### config.mk
export PLATFORM = sky130hd
export DESIGN_NAME = mfc_counter
export DESIGN_NICKNAME = d
export VERILOG_FILES = /design/src/mfc_pkg.sv /design/src/mfc_counter.sv /design/src/mfc_edge_detect.sv /design/src/mfc_apb_regs.sv
export VERILOG_INCLUDE_DIRS = /design/src
export SDC_FILE = /design/constraint.sdc
export NUM_CORES = 1
export LEC_CHECK = 0
export BUFFER_PORTS_ARGS = -buffer_cell sky130_fd_sc_hd__buf_2
export CORE_MARGIN = 2
export CORE_UTILIZATION = 45
export DETAILED_ROUTE_END_ITERATION = 8
export MAX_ROUTING_LAYER = met4
export PLACE_DENSITY = 0.72
export SLEW_MARGIN = 5
export SYNTH_ARGS = -nofsm -noshare
export SYNTH_HDL_FRONTEND = slang
export SYNTH_SLANG_ARGS = --single-unit
export TNS_END_PERCENT = 50
### constraint.sdc
create_clock -name clk -period 5.4 [get_ports clk]
set_clock_uncertainty 0.15 [all_clocks]
set_input_delay 0.27 -clock clk [delete_from_list [all_inputs] [get_ports clk]]
set_output_delay 0.27 -clock clk [all_outputs]
set_load 0.01 [all_outputs]
### src/mfc_defs.svh
// constants for the multi-function counter block: offsets, resets, timing
`ifndef MFC_DEFS_SVH
`define MFC_DEFS_SVH
`define MFC_CLK_NS          25
`define MFC_OFF_CTRL        12'h000
`define MFC_OFF_UPPER       12'h004
`define MFC_OFF_LOWER       12'h008
`define MFC_OFF_ADDVAL      12'h00C
`define MFC_OFF_PRESET      12'h010
`define MFC_OFF_CMPA        12'h014
`define MFC_OFF_CMPB        12'h018
`define MFC_OFF_CLKDIV      12'h01C
`define MFC_OFF_COUNT       12'h020
`define MFC_OFF_STATUS      12'h024
`define MFC_OFF_LATCH       12'h3E8
`define MFC_CTRL_COUNT_EN   0
`define MFC_CTRL_RING       1
`define MFC_CTRL_ADD_MODE   2
`define MFC_CTRL_STOP_PRE   3
`define MFC_CTRL_TWO_PHASE  4
`define MFC_CTRL_LAT_SEL    6
`define MFC_CTRL_RESET      32'h0000_0043
`define MFC_UPPER_RESET     32'h0000_03E8
`define MFC_LOWER_RESET     32'h0000_0000
`define MFC_CMP_RESET       32'h0000_03E7
`define MFC_CLKDIV_RESET    32'h0000_0000
`endif

### src/mfc_pkg.sv
// types shared by the multi-function counter block
package mfc_pkg;
  typedef enum logic [1:0] {
    MFC_EDGE_RISE, MFC_EDGE_FALL, MFC_EDGE_BOTH, MFC_EDGE_NONE
  } mfc_edge_e;
  typedef enum {MFC_IDLE, MFC_RUN} mfc_run_e;
  typedef struct packed {
    logic [31:0] upper;
    logic [31:0] lower;
    logic [31:0] addVal;
    logic [31:0] preset;
    logic [31:0] cmpA;
    logic [31:0] cmpB;
    logic        countEn;
    logic        ring;
    logic        addMode;
    logic        stopPreset;
    logic        twoPhase;
    mfc_edge_e   latchSel;
  } mfc_cfg_s;
  typedef struct packed {
    logic up;
    logic down;
  } mfc_step_s;
endpackage

### src/mfc_counter.sv
// multi-function counter: ring count, coincidence pulse, latch capture
//
// Overview of operation
// - one output pulse is given for each finished counting cycle while pulse output runs.
// - without increment mode the cycle lasts (upper minus lower) count clock periods.
// - in increment mode the count steps by the increment, so the cycle lasts (upper minus lower) divided by the increment, rounded up, count clock periods.
// - if the stepping count never lands on the compare value no pulse is produced.
// - the coincidence comparator is true while count is at least value A and below value B, or equals A when A equals B.
// - a rising edge on input 0 starts the pulse output.
// - a rising edge on input 1 is a stop event that halts the pulse output.
// - with preset-on-stop enabled each stop event loads the preset value into the count.
// - pulses shorter than the count clock period may be missed, so the clock must be short enough.
// - the fastest 25 ns count clock suits two-phase counting so no pulse of 25 ns or longer is lost.
// - two-phase x1 detection makes up and down steps that raise and lower the count.
// - the latch event is a selectable edge condition on the latch input.
// - each latch event copies the 32-bit unsigned count into the latch value register.
// - each later latch event overwrites the latch value, the old one is not kept.
// - the latch value sits at address 1000 where the host reads it.
`timescale 1ns/1ps
`include "mfc_defs.svh"
module mfc_counter (
  input  wire logic        clk,
  input  wire logic        reset_n,
  input  wire logic        psel,
  input  wire logic        penable,
  input  wire logic        pwrite,
  input  wire logic [11:0] paddr,
  input  wire logic [31:0] pwdata,
  output logic [31:0]      prdata,
  output logic             pready,
  output logic             pslverr,
  input  wire logic [1:0]  inLevel,
  input  wire logic        latchIn,
  output logic             pulseOut
);
  ////////////////////////////////////////////////////////////////////////
  typedef struct packed {
    logic [31:0]      count;
    logic [31:0]      latchVal;
    logic [31:0]      divCnt;
    mfc_pkg::mfc_run_e run;
    logic             pulse;
    logic             cmpPrev;
  } mfc_cnt_s;
  mfc_cnt_s st_q, st_d;

  mfc_pkg::mfc_cfg_s  cfg;
  mfc_pkg::mfc_step_s step;
  logic [31:0] clkDiv;
  logic        tick, startEv, stopEv, latchEv, cmpHit;
  logic [32:0] nextUp;
  logic [31:0] inc;

  mfc_apb_regs u_regs (
    .clk      (clk),
    .reset_n  (reset_n),
    .psel     (psel),
    .penable  (penable),
    .pwrite   (pwrite),
    .paddr    (paddr),
    .pwdata   (pwdata),
    .prdata   (prdata),
    .pready   (pready),
    .pslverr  (pslverr),
    .count    (st_q.count),
    .latchVal (st_q.latchVal),
    .status   ({st_q.pulse, st_q.run == mfc_pkg::MFC_RUN}),
    .cfg      (cfg),
    .clkDiv   (clkDiv)
  );

  // 25 ns sampling when two-phase to avoid missing short pulses
  // >= so that lowering the divider never waits for a 32-bit wrap
  assign tick = cfg.twoPhase || (st_q.divCnt >= clkDiv);

  mfc_edge_detect u_edge (
    .clk      (clk),
    .reset_n  (reset_n),
    .sampleEn (tick),
    .inLevel  (inLevel),
    .latchIn  (latchIn),
    .latchSel (cfg.latchSel),
    .startEv  (startEv),
    .stopEv   (stopEv),
    .latchEv  (latchEv),
    .step     (step)
  );

  ////////////////////////////////////////////////////////////////////////
  assign inc    = cfg.addMode ? cfg.addVal : 32'h0000_0001;
  assign nextUp = {1'b0, st_q.count} + {1'b0, inc};
  // range form; with A equal to B only an exact landing on A qualifies
  assign cmpHit = (cfg.cmpA == cfg.cmpB) ? (st_q.count == cfg.cmpA)
                : (st_q.count >= cfg.cmpA && st_q.count < cfg.cmpB);

  always_comb begin
    st_d         = st_q;
    st_d.pulse   = 1'b0;
    st_d.cmpPrev = cmpHit;
    st_d.divCnt  = tick ? 32'h0000_0000 : st_q.divCnt + 32'h0000_0001;
    if (tick && cfg.countEn) begin
      if (cfg.twoPhase) begin
        if (step.up && !step.down) begin
          st_d.count = (st_q.count == cfg.upper)
                     ? (cfg.ring ? cfg.lower : st_q.count)
                     : st_q.count + 32'h0000_0001;
        end else if (step.down && !step.up) begin
          st_d.count = (st_q.count == cfg.lower)
                     ? (cfg.ring ? cfg.upper : st_q.count)
                     : st_q.count - 32'h0000_0001;
        end
      end else if (nextUp >= {1'b0, cfg.upper}) begin
        st_d.count = cfg.ring ? cfg.lower : cfg.upper;
      end else begin
        st_d.count = nextUp[31:0];
      end
    end
    if (startEv) begin
      st_d.run = mfc_pkg::MFC_RUN;
    end
    if (stopEv) begin
      st_d.run = mfc_pkg::MFC_IDLE;
      if (cfg.stopPreset) begin
        st_d.count = cfg.preset;
      end
    end
    case (st_q.run)
      mfc_pkg::MFC_RUN:
        st_d.pulse = cmpHit & ~st_q.cmpPrev;
      default:
        st_d.pulse = 1'b0;
    endcase
    // newest capture always replaces the old one
    if (latchEv) begin
      st_d.latchVal = st_q.count;
    end
  end

  always_ff @(posedge clk or negedge reset_n) begin
    if (!reset_n) begin
      st_q     <= '0;
      st_q.run <= mfc_pkg::MFC_IDLE;
    end else begin
      st_q <= st_d;
    end
  end

  assign pulseOut = st_q.pulse;
endmodule // mfc_counter

### src/mfc_edge_detect.sv
// edge detector for start, stop, latch and two-phase quadrature inputs
`timescale 1ns/1ps
module mfc_edge_detect (
  input  wire logic              clk,
  input  wire logic              reset_n,
  input  wire logic              sampleEn,
  input  wire logic [1:0]        inLevel,
  input  wire logic              latchIn,
  input  wire mfc_pkg::mfc_edge_e latchSel,
  output logic                   startEv,
  output logic                   stopEv,
  output logic                   latchEv,
  output mfc_pkg::mfc_step_s     step
);
  typedef struct packed {
    logic [1:0] inPrev;
    logic       latPrev;
  } mfc_ed_s;
  mfc_ed_s st_q, st_d;
  logic    latRise, latFall;

  always_comb begin
    st_d = st_q;
    if (sampleEn) begin
      st_d.inPrev  = inLevel;
      st_d.latPrev = latchIn;
    end
  end

  always_ff @(posedge clk or negedge reset_n) begin
    if (!reset_n) begin
      st_q <= '0;
    end else begin
      st_q <= st_d;
    end
  end

  assign startEv = sampleEn & inLevel[0] & ~st_q.inPrev[0];
  assign stopEv  = sampleEn & inLevel[1] & ~st_q.inPrev[1];
  assign latRise = latchIn & ~st_q.latPrev;
  assign latFall = ~latchIn & st_q.latPrev;

  // latch edge condition is selectable
  always_comb begin
    case (latchSel)
      mfc_pkg::MFC_EDGE_RISE: latchEv = sampleEn & latRise;
      mfc_pkg::MFC_EDGE_FALL: latchEv = sampleEn & latFall;
      mfc_pkg::MFC_EDGE_BOTH: latchEv = sampleEn & (latRise | latFall);
      default:                latchEv = 1'b0;
    endcase
  end

  // x1 quadrature: count only on A rising (B low = up) or A falling (B low
  // = down); inputs narrower than one sample period are lost
  always_comb begin
    step.up   = sampleEn & inLevel[0] & ~st_q.inPrev[0] & ~inLevel[1];
    step.down = sampleEn & ~inLevel[0] & st_q.inPrev[0] & ~inLevel[1];
  end
endmodule // mfc_edge_detect

### src/mfc_apb_regs.sv
// apb slave holding the configuration and showing count and latch value
`timescale 1ns/1ps
`include "mfc_defs.svh"
module mfc_apb_regs (
  input  wire logic          clk,
  input  wire logic          reset_n,
  input  wire logic          psel,
  input  wire logic          penable,
  input  wire logic          pwrite,
  input  wire logic [11:0]   paddr,
  input  wire logic [31:0]   pwdata,
  output logic [31:0]        prdata,
  output logic               pready,
  output logic               pslverr,
  input  wire logic [31:0]   count,
  input  wire logic [31:0]   latchVal,
  input  wire logic [1:0]    status,
  output mfc_pkg::mfc_cfg_s  cfg,
  output logic [31:0]        clkDiv
);
  typedef struct packed {
    logic [31:0] ctrl;
    logic [31:0] upper;
    logic [31:0] lower;
    logic [31:0] addVal;
    logic [31:0] preset;
    logic [31:0] cmpA;
    logic [31:0] cmpB;
    logic [31:0] clkDiv;
    logic [31:0] rdata;
    logic        err;
  } mfc_rg_s;
  mfc_rg_s st_q, st_d;
  logic    acc;

  function automatic logic known(input logic [11:0] a);
    known = (a <= `MFC_OFF_STATUS && a[1:0] == 2'b00) ||
            a == `MFC_OFF_LATCH;
  endfunction

  assign acc = psel & penable;

  always_comb begin
    st_d = st_q;
    if (psel && !penable) begin
      st_d.err = ~known(paddr);
      case (paddr)
        `MFC_OFF_CTRL:   st_d.rdata = st_q.ctrl;
        `MFC_OFF_UPPER:  st_d.rdata = st_q.upper;
        `MFC_OFF_LOWER:  st_d.rdata = st_q.lower;
        `MFC_OFF_ADDVAL: st_d.rdata = st_q.addVal;
        `MFC_OFF_PRESET: st_d.rdata = st_q.preset;
        `MFC_OFF_CMPA:   st_d.rdata = st_q.cmpA;
        `MFC_OFF_CMPB:   st_d.rdata = st_q.cmpB;
        `MFC_OFF_CLKDIV: st_d.rdata = st_q.clkDiv;
        `MFC_OFF_COUNT:  st_d.rdata = count;
        `MFC_OFF_STATUS: st_d.rdata = {30'h0000_0000, status};
        `MFC_OFF_LATCH:  st_d.rdata = latchVal;
        default:         st_d.rdata = 32'h0000_0000;
      endcase
    end
    if (acc && pwrite) begin
      case (paddr)
        `MFC_OFF_CTRL:   st_d.ctrl   = {24'h00_0000, pwdata[7:0]};
        `MFC_OFF_UPPER:  st_d.upper  = pwdata;
        `MFC_OFF_LOWER:  st_d.lower  = pwdata;
        `MFC_OFF_ADDVAL: st_d.addVal = pwdata;
        `MFC_OFF_PRESET: st_d.preset = pwdata;
        `MFC_OFF_CMPA:   st_d.cmpA   = pwdata;
        `MFC_OFF_CMPB:   st_d.cmpB   = pwdata;
        `MFC_OFF_CLKDIV: st_d.clkDiv = pwdata;
        default:         st_d.ctrl   = st_q.ctrl;
      endcase
    end
  end

  always_ff @(posedge clk or negedge reset_n) begin
    if (!reset_n) begin
      st_q        <= '0;
      st_q.ctrl   <= `MFC_CTRL_RESET;
      st_q.upper  <= `MFC_UPPER_RESET;
      st_q.lower  <= `MFC_LOWER_RESET;
      st_q.preset <= `MFC_LOWER_RESET;
      st_q.cmpA   <= `MFC_CMP_RESET;
      st_q.cmpB   <= `MFC_CMP_RESET;
      st_q.clkDiv <= `MFC_CLKDIV_RESET;
    end else begin
      st_q <= st_d;
    end
  end

  assign pready  = 1'b1;
  assign prdata  = st_q.rdata;
  assign pslverr = acc & st_q.err;
  assign clkDiv  = st_q.clkDiv;
  always_comb begin
    cfg            = '0;
    cfg.upper      = st_q.upper;
    cfg.lower      = st_q.lower;
    cfg.addVal     = st_q.addVal;
    cfg.preset     = st_q.preset;
    cfg.cmpA       = st_q.cmpA;
    cfg.cmpB       = st_q.cmpB;
    cfg.countEn    = st_q.ctrl[`MFC_CTRL_COUNT_EN];
    cfg.ring       = st_q.ctrl[`MFC_CTRL_RING];
    cfg.addMode    = st_q.ctrl[`MFC_CTRL_ADD_MODE];
    cfg.stopPreset = st_q.ctrl[`MFC_CTRL_STOP_PRE];
    cfg.twoPhase   = st_q.ctrl[`MFC_CTRL_TWO_PHASE];
    cfg.latchSel   = mfc_pkg::mfc_edge_e'(st_q.ctrl[`MFC_CTRL_LAT_SEL+:2]);
  end
endmodule // mfc_apb_regs

==> results.md, run 1 <==
- Hold Path Depth: 4
- Max Slew Vio Count: 0
- Post-synthesis instance total: between 2000 and 3000
- Max Fclk: 193 MHz
- CORE AREA: roughly 55000 um2
- Cell Area, Synth: 25200 um2
- CTS Buffer Depth: 3
- Max_cap viols: 0
- Post-synth EDFFs: 0
- Reg2Reg Depth: 21
- Top post-synthesis cells by area: dfrtp_1, ha_1, mux2_2
- Final Worst Setup Slack: roughly 0.22 ns
- Syn_area_per_cell: around 9 um2
- Via count: roughly 24000
- Reg clk slew, reported paths: ~0.060 ns
- Asr flop ratio synth: 100%
- Hold Path Class: input pin to flop
- Max IR drop VDD: between 0.2 and 0.25 mV
- Largest net degree at the start of global routing: between 100 and 150
- Initial antenna violation count: 5
- Setup TNS: 0 ns
- Sequential share of the synthesized area: a little over a third
- Antenna viol nets, final: 0
- Routed len/inst: between 20 and 30 um
- Crit end category: flop
- Clk Latency, worst-skew pair: ~0.55 ns
- Hold Vio Cnt, Final: 0
- WHS: roughly 0.028 ns
- Beginning of the critical path: u_regs.cfg[4]
- Starting Density: between 40% and 50%
- Final worst-path cycle share: between 90 and 100%
- Final net count: about 3000
- Post-layout util: 51.9%
- Hold endpoint: u_regs.st_q[0]
- Port bufs: 85
- CP delay by family, top: compound AO/OA/AOI/OAI gates
- CP Buf/Inv Count: 3
- Post-synth top cells: dfrtp_1, nand2_1, o21ai_0
- Most frequent cell after synthesis: dfrtp_1
- Ports: 87
- CTS tree: built
- Detailed-route DRC error count: 0
- Ys flop type: dfrtp_1
- DRT Wirelength: between 90 and 100 mm
- Average vias per placed instance: ~6.5
- Pleak: between 0.01 and 0.015 uW
- Total CTS buffers: 39
- Vias in the first global route: between 20000 and 25000
- H-tree levels: 2
- CP max stage cell: dfrtp_2
- First-pass GRT wire length: around 150 mm
- Total Routing Usage GR: approximately a third
- Worst r2r src: u_regs.cfg[4]
- Place WS: roughly 0.040 ns
- Ys Warns: 0
- Yosys top cell area share: 33.9%
- WP data required: between 5 and 6 ns
- CTS Root Cell: clkbuf_16
- Pwr Density: between 200 and 250 nW/um2
- HPWL after detailed placement: around 73 mm
- Crit Path Max Fanout: 16
- Net Count, Synth: between 2000 and 3000
- Iter 0 DRT Violations: 3102
- Router iterations before antenna repair: 6
- R2R Path End: st_q[118]
- Placer Congestion: between 1 and 1.5
- Synth area leader: dfrtp_1
- Die Height: ~240 um
- Chip width: ~240 um
- Fillers: 5008
- Grt ovf: 0
- Distinct cell type count of the synthesized netlist: 81
- # setup viols final: 0
- Worst Path Arrival: approximately 5.5 ns
- Multi-input gate area: between 10000 and 15000 um2
- Yosys reg bits: 367
- Critical path's largest stage delay: 0.45 ns
- Die Area: 57900 um2
- Worst slew margin: a little over a quarter
- Worst Setup Start Kind: flop
- Reg2Reg Setup Slack: approximately 0.22 ns
- Synth-to-layout area growth: 13.5%
- Least-Margin Pin Slew: between 1 and 1.5 ns
- Cell Chain, Critical Path: buf_4 > buf_4 > and2_1 > ha_1 > a21o_1 > a21o_1 > a2111oi_1 > o21ai_0 > a31oi_1 > o21ai_0 > xor2_1 > ha_1 > a21o_1 > a211oi_1 > nand3_1 > nor3_4 > o21ai_4 > buf_4 > a2111oi_0 > a211oi_1 > o22ai_1
- Outcome: finished, final reports clean
- Pwr Total: a little under 6000 uW
- Clock tree sinks: 367
- Hold Path Origin: paddr[0]
- Final period demand of the worst path: about 5.2 ns
- Row cnt: 86
- Seq. cell area: 9220 um2
- Critical path type: flop to flop
- Share of cells above drive strength 1: 17.9%
layout by cell type (no fill, tap or decap), types with 26 or more instances in the layout:
cell	count
buf_4	126
nand3_1	53
o21ai_0	188
a221oi_1	26
nand4_1	60
xnor2_1	84
a31oi_1	41
o211ai_1	39
nand2_1	234
dlygate4sd3_1	36
inv_1	153
nor2_1	155
a21o_1	69
and2_1	42
a21oi_1	148
mux2_2	166
a222oi_1	33
ha_1	166
xor2_1	68
o22ai_1	31
dfrtp_1	341
buf_2	84
clkbuf_16	41
a22oi_1	55
nor3_1	40
what timing repair did:
action,in CTS,in global routing
buffers inserted,0,12
endpoints found under the setup margin,0,32
hold endpoints to repair,296,0
resized for setup,0,35
hold buffers,36,0
layer usage:
metal | share of wire, % | vias to the layer above | global-route usage (%) | wire (um)
met1 | 41 | 11600 | 47.4 | 40300
met5 | 0 | - | - | 0
li1 | - | 10400 | - | -
met4 | 4.8 | 0 | 15.0 | 4780
met2 | 42 | 1535 | 50.4 | 42000
met3 | 12 | 272 | 8.94 | 12100
logic make-up (layout without fill, tap and decap cells):
logic type      count (synthesis)  in the layout  synth area share [%]
flops                         367            367                  36.6
fa+ha+maj                     168            168                  8.37
buf+inv                       365            473                  6.01
mux                           190            190                  8.37
simple gates                  716            716                  13.7
other cells                     1              5                0.0149
xor+xnor                      153            153                  5.32
compound gates                816            816                  21.7
worst register-to-register path: stages, from the launching register on:
cell	delay, ns
dfrtp_2	0.45
buf_4	0.19
buf_4	0.18
and2_1	0.17
ha_1	0.30
a21o_1	0.21
a21o_1	0.19
a2111oi_1	0.40
o21ai_0	0.14
a31oi_1	0.23
o21ai_0	0.14
xor2_1	0.22
ha_1	0.28
a21o_1	0.17
a211oi_1	0.29
nand3_1	0.18
nor3_4	0.27
o21ai_4	0.15
buf_4	0.17
a2111oi_0	0.37
a211oi_1	0.09
o22ai_1	0.17
registers in the layout, summed over array words and instances, names as in the netlist:
name and flops:
u_regs.cfg 199, pulseOut 1, u_edge.st_q 3, u_regs.prdata 32
u_regs.st_q 2, st_q 98, u_regs.clkDiv 32
through the flow:
| step | instances | area, um2 |
|---|---|---|
| 6_report | 3636 | 28600 |
| 5_1_grt | 3634 | 28600 |
| 4_1_cts | 3620 | 28400 |
| 3_5_place_dp | 3515 | 26700 |
| 3_3_place_gp | 3515 | 26700 |
| 2_1_floorplan | 2776 | 25200 |
area by class of cell:
class | count | share of cell area [%]
clock inverter | 7 | 0.490
clock buffer | 62 | 4.17
tap | 748 | 3.27
timing repair buffer | 250 | 6.29
multi-input combinational | 2044 | 51.5
antenna | 4 | 0.0350
sequential | 367 | 32.2
inverter | 154 | 2.02
where the power goes:
part | switching (uW) | total, uW | internal (uW)
clock network | 1130 | 2840 | 1710
registers | 41.7 | 2830 | 2790
logic | 184 | 278 | 93.9
total | 1360 | 5950 | 4590
how the worst max path moves through the flow:
stage	end	slack, ns	depth (start not counted)
global placement	st_q[111]	0.18	21
floorplan	st_q[120]	0.51	24
CTS	st_q[98]	0.009	22
global route	st_q[98]	-0.02	22
finish	st_q[118]	0.22	21
detailed placement	st_q[98]	0.04	23
Note: power is estimated with default switching activity, not from simulation.
==> inputs of run 2 (changes only) <==
--- a/config.mk
+++ b/config.mk
@@ -15,5 +15,6 @@
 export SLEW_MARGIN = 5
 export SYNTH_ARGS = -nofsm -noshare
 export SYNTH_HDL_FRONTEND = slang
+export SYNTH_HIERARCHICAL = 1
 export SYNTH_SLANG_ARGS = --single-unit
 export TNS_END_PERCENT = 50
==> results.md, run 2 <==
- Routed len/inst: approximately 30 um
- Post-synthesis instance total: 3080
- Iter 0 DRT Violations: between 3000 and 4000
- Post-synth EDFFs: 0
- Starting Density: 45.3%
- CORE AREA: roughly 63000 um2
- Most frequent cells in the layout: dfrtp_1, mux2_2, nor2_1
- Max Slew Vio Count: 0
- Share of cells above drive strength 1: 21.7%
- Worst Setup Start Kind: flop
- Pwr Density: 214 nW/um2
- Pwr Total: 6450 uW
- Syn_area_per_cell: ~9.2 um2
- First-pass GRT wire length: 162 mm
- Via count: 24900
- Max Fclk: between 150 and 200 MHz
- CTS tree: built
- Max IR drop VDD: around 0.24 mV
- Row cnt: 92
- Ports: 87
- Reg clk slew, reported paths: approximately 0.070 ns
- HPWL after detailed placement: roughly 81 mm
- Total CTS buffers: 42
- Max_cap viols: 0
- Final worst-path cycle share: about 95%
- Die Area: approximately 65000 um2
- Outcome: finished, final reports clean
- Antenna viol nets, final: 0
- Yosys top cell area share: a little under a third
- Yosys reg bits: 367
- Commonest non-fill, non-tap cell in the layout: dfrtp_1
- Port bufs: 85
- # setup viols final: 0
- Crit end category: flop
- Net Count, Synth: 3300
- Post-synth top cells: dfrtp_1, buf_4, mux2_2
- Vias in the first global route: around 24000
- Pleak: ~0.013 uW
- Die Height: roughly 250 um
- Router iterations before antenna repair: 6
- Clk Latency, worst-skew pair: ~0.6 ns
- Worst slew margin: between 10% and 20%
- Final period demand of the worst path: about 5 ns
- Largest net degree at the start of global routing: 129
- Top post-synthesis cells by area: dfrtp_1, mux2_2, ha_1
- Synth-to-layout area growth: 6.51%
- Finished Cell Area: roughly 30000 um2
- CTS Root Cell: clkbuf_16
- Synth area leader: dfrtp_1
- Hold Path Class: input pin to flop
- Average vias per placed instance: roughly 6.5
- Most frequent cell after synthesis: dfrtp_1
- Total Routing Usage GR: 35.1%
- Asr flop ratio synth: 100%
- Sequential share of the synthesized area: around a third
- Crit Path Max Fanout: 27
- H-tree levels: 2
- DRT Wirelength: 111 mm
- Setup TNS: 0 ns
- Chip width: between 200 and 300 um
- Max FFs per register: roughly 200
- Worst Path Arrival: about 5.5 ns
- Cell Area, Synth: 28300 um2
- Critical path type: flop to flop
- Least-Margin Pin Slew: 1.28 ns
- CTS Buffer Depth: 3
- Initial antenna violation count: 4
- Final net count: approximately 3100
- DP Area: 28200 um2
- Ys Warns: 6
- Clock tree sinks: roughly 370
- Distinct cell type count of the synthesized netlist: 85
- Grt ovf: 0
- Detailed-route DRC error count: 0
- WP data required: 5.74 ns
- Placer Congestion: 1.13
- Hold Vio Cnt, Final: 0
- Ys flop type: dfrtp_1
==> run 2: cell count changes after synthesis, moves of 22 or more <==
| cell | delta |
|---|---|
| buf_4 | +233 |
| a222oi_1 | -30 |
| clkbuf_1 | -27 |
| mux2_2 | +91 |
| xor2_1 | -37 |
| a22oi_1 | -29 |
| mux2i_1 | +75 |
| o21ai_0 | -50 |
| a21o_1 | -28 |
| buf_2 | +22 |
| nand2_1 | -82 |
| xnor2_1 | +50 |
==> run 2: kinds of logic (layout without fill, tap and decap cells) <==
| kind of cell | Yosys count | after routing | synth area share (%) |
|---|---|---|---|
| adder cells (fa/ha/maj) | 168 | 168 | 7.44 |
| flip-flops | 367 | 367 | 32.5 |
| buffers and inverters | 606 | 481 | 11.7 |
| XOR/XNOR | 166 | 166 | 5.13 |
| AND/OR/NAND/NOR | 675 | 675 | 12.0 |
| other | 1 | 4 | 0.0132 |
| multiplexers | 369 | 369 | 14.2 |
| AO/OA/AOI/OAI | 728 | 728 | 16.9 |
==> run 2: worst paths after layout <==
| path | startpoint | to | slack (ns) | depth (start not counted) |
|---|---|---|---|---|
| worst max-delay path | u_regs/cfg[4] | st_q[108] | 0.27 | 24 |
| worst min-delay path | pwdata[1] | u_regs/cfg[8] | 0.07 | 2 |
| worst max register to register | u_regs/cfg[4] | st_q[108] | 0.27 | 24 |
| worst min register to register | u_regs/st_q[0] | u_regs/st_q[0] | 0.33 | 2 |
| max in group asynchronous | reset_n | u_regs/cfg[0] | 3.74 | 3 |
| min in group asynchronous | reset_n | u_regs/cfg[27] | 0.26 | 2 |
==> run 2: area by class of cell <==
class	count	area (um2)
sequential	367	9220
fill	5904	32400
inverter	159	597
antenna	3	7.51
timing repair buffer	248	1830
clock inverter	18	253
tap	846	1060
multi-input combinational	2107	16000
clock buffer	56	1200
==> run 2: metal layers <==
metal | global-route usage [%] | vias to the layer above | part of all wire (%)
li1 | - | 10600 | -
met1 | 45.5 | 12200 | 39
met2 | 50.0 | 1667 | 42
met3 | 8.60 | 397 | 12
met4 | 20.0 | 0 | 7.2
met5 | - | - | 0
==> run 2: power breakdown <==
| part | leakage, uW | total, uW | switching (uW) | internal [uW] |
|---|---|---|---|---|
| clock network | 0.000709 | 3080 | 1270 | 1810 |
| logic | 0.00726 | 548 | 361 | 187 |
| registers | 0.00482 | 2820 | 35.7 | 2780 |
| total | 0.0128 | 6450 | 1670 | 4780 |
==> run 2: metrics by stage <==
step,setup WS (ns),std cells,utilization [%],hold WS [ns]
detailed placement,0.0147,3688,45.0,0.317
floorplan,0.0703,3080,-,-0.176
finish,0.265,3804,48.2,0.0725
CTS,0.0184,3799,48.0,0.0264
global route,-0.0244,3804,48.2,0.0643
global placement,0.0311,3688,45.0,0.310
==> run 2: repair_timing <==
action,in CTS,in global routing
cloned,0,0
endpoints found under the hold margin,354,0
gates resized for setup,2,34
hold buffers,37,0
buffers inserted,0,2
pin swaps,0,6
endpoints found under the setup margin,5,32
==> run 2: worst max-delay path, cell delays in order, from the launching register on <==
cell and delay (ns):
dfrtp_2 0.45, buf_8 0.18, and2_1 0.16, ha_1 0.28, buf_4 0.15, a21o_1 0.18, a311oi_1 0.35, o211ai_1 0.16
o21ai_1 0.16, buf_4 0.17, a21oi_4 0.07, a21oi_1 0.17, o21ai_1 0.09, xor2_1 0.18, ha_1 0.31, nand3_1 0.12
nor4_2 0.29, nand4_1 0.15, a21oi_2 0.17, a211oi_2 0.06, nand3_2 0.13, buf_6 0.26, mux2i_1 0.27, o221ai_1 0.16
o221a_2 0.16
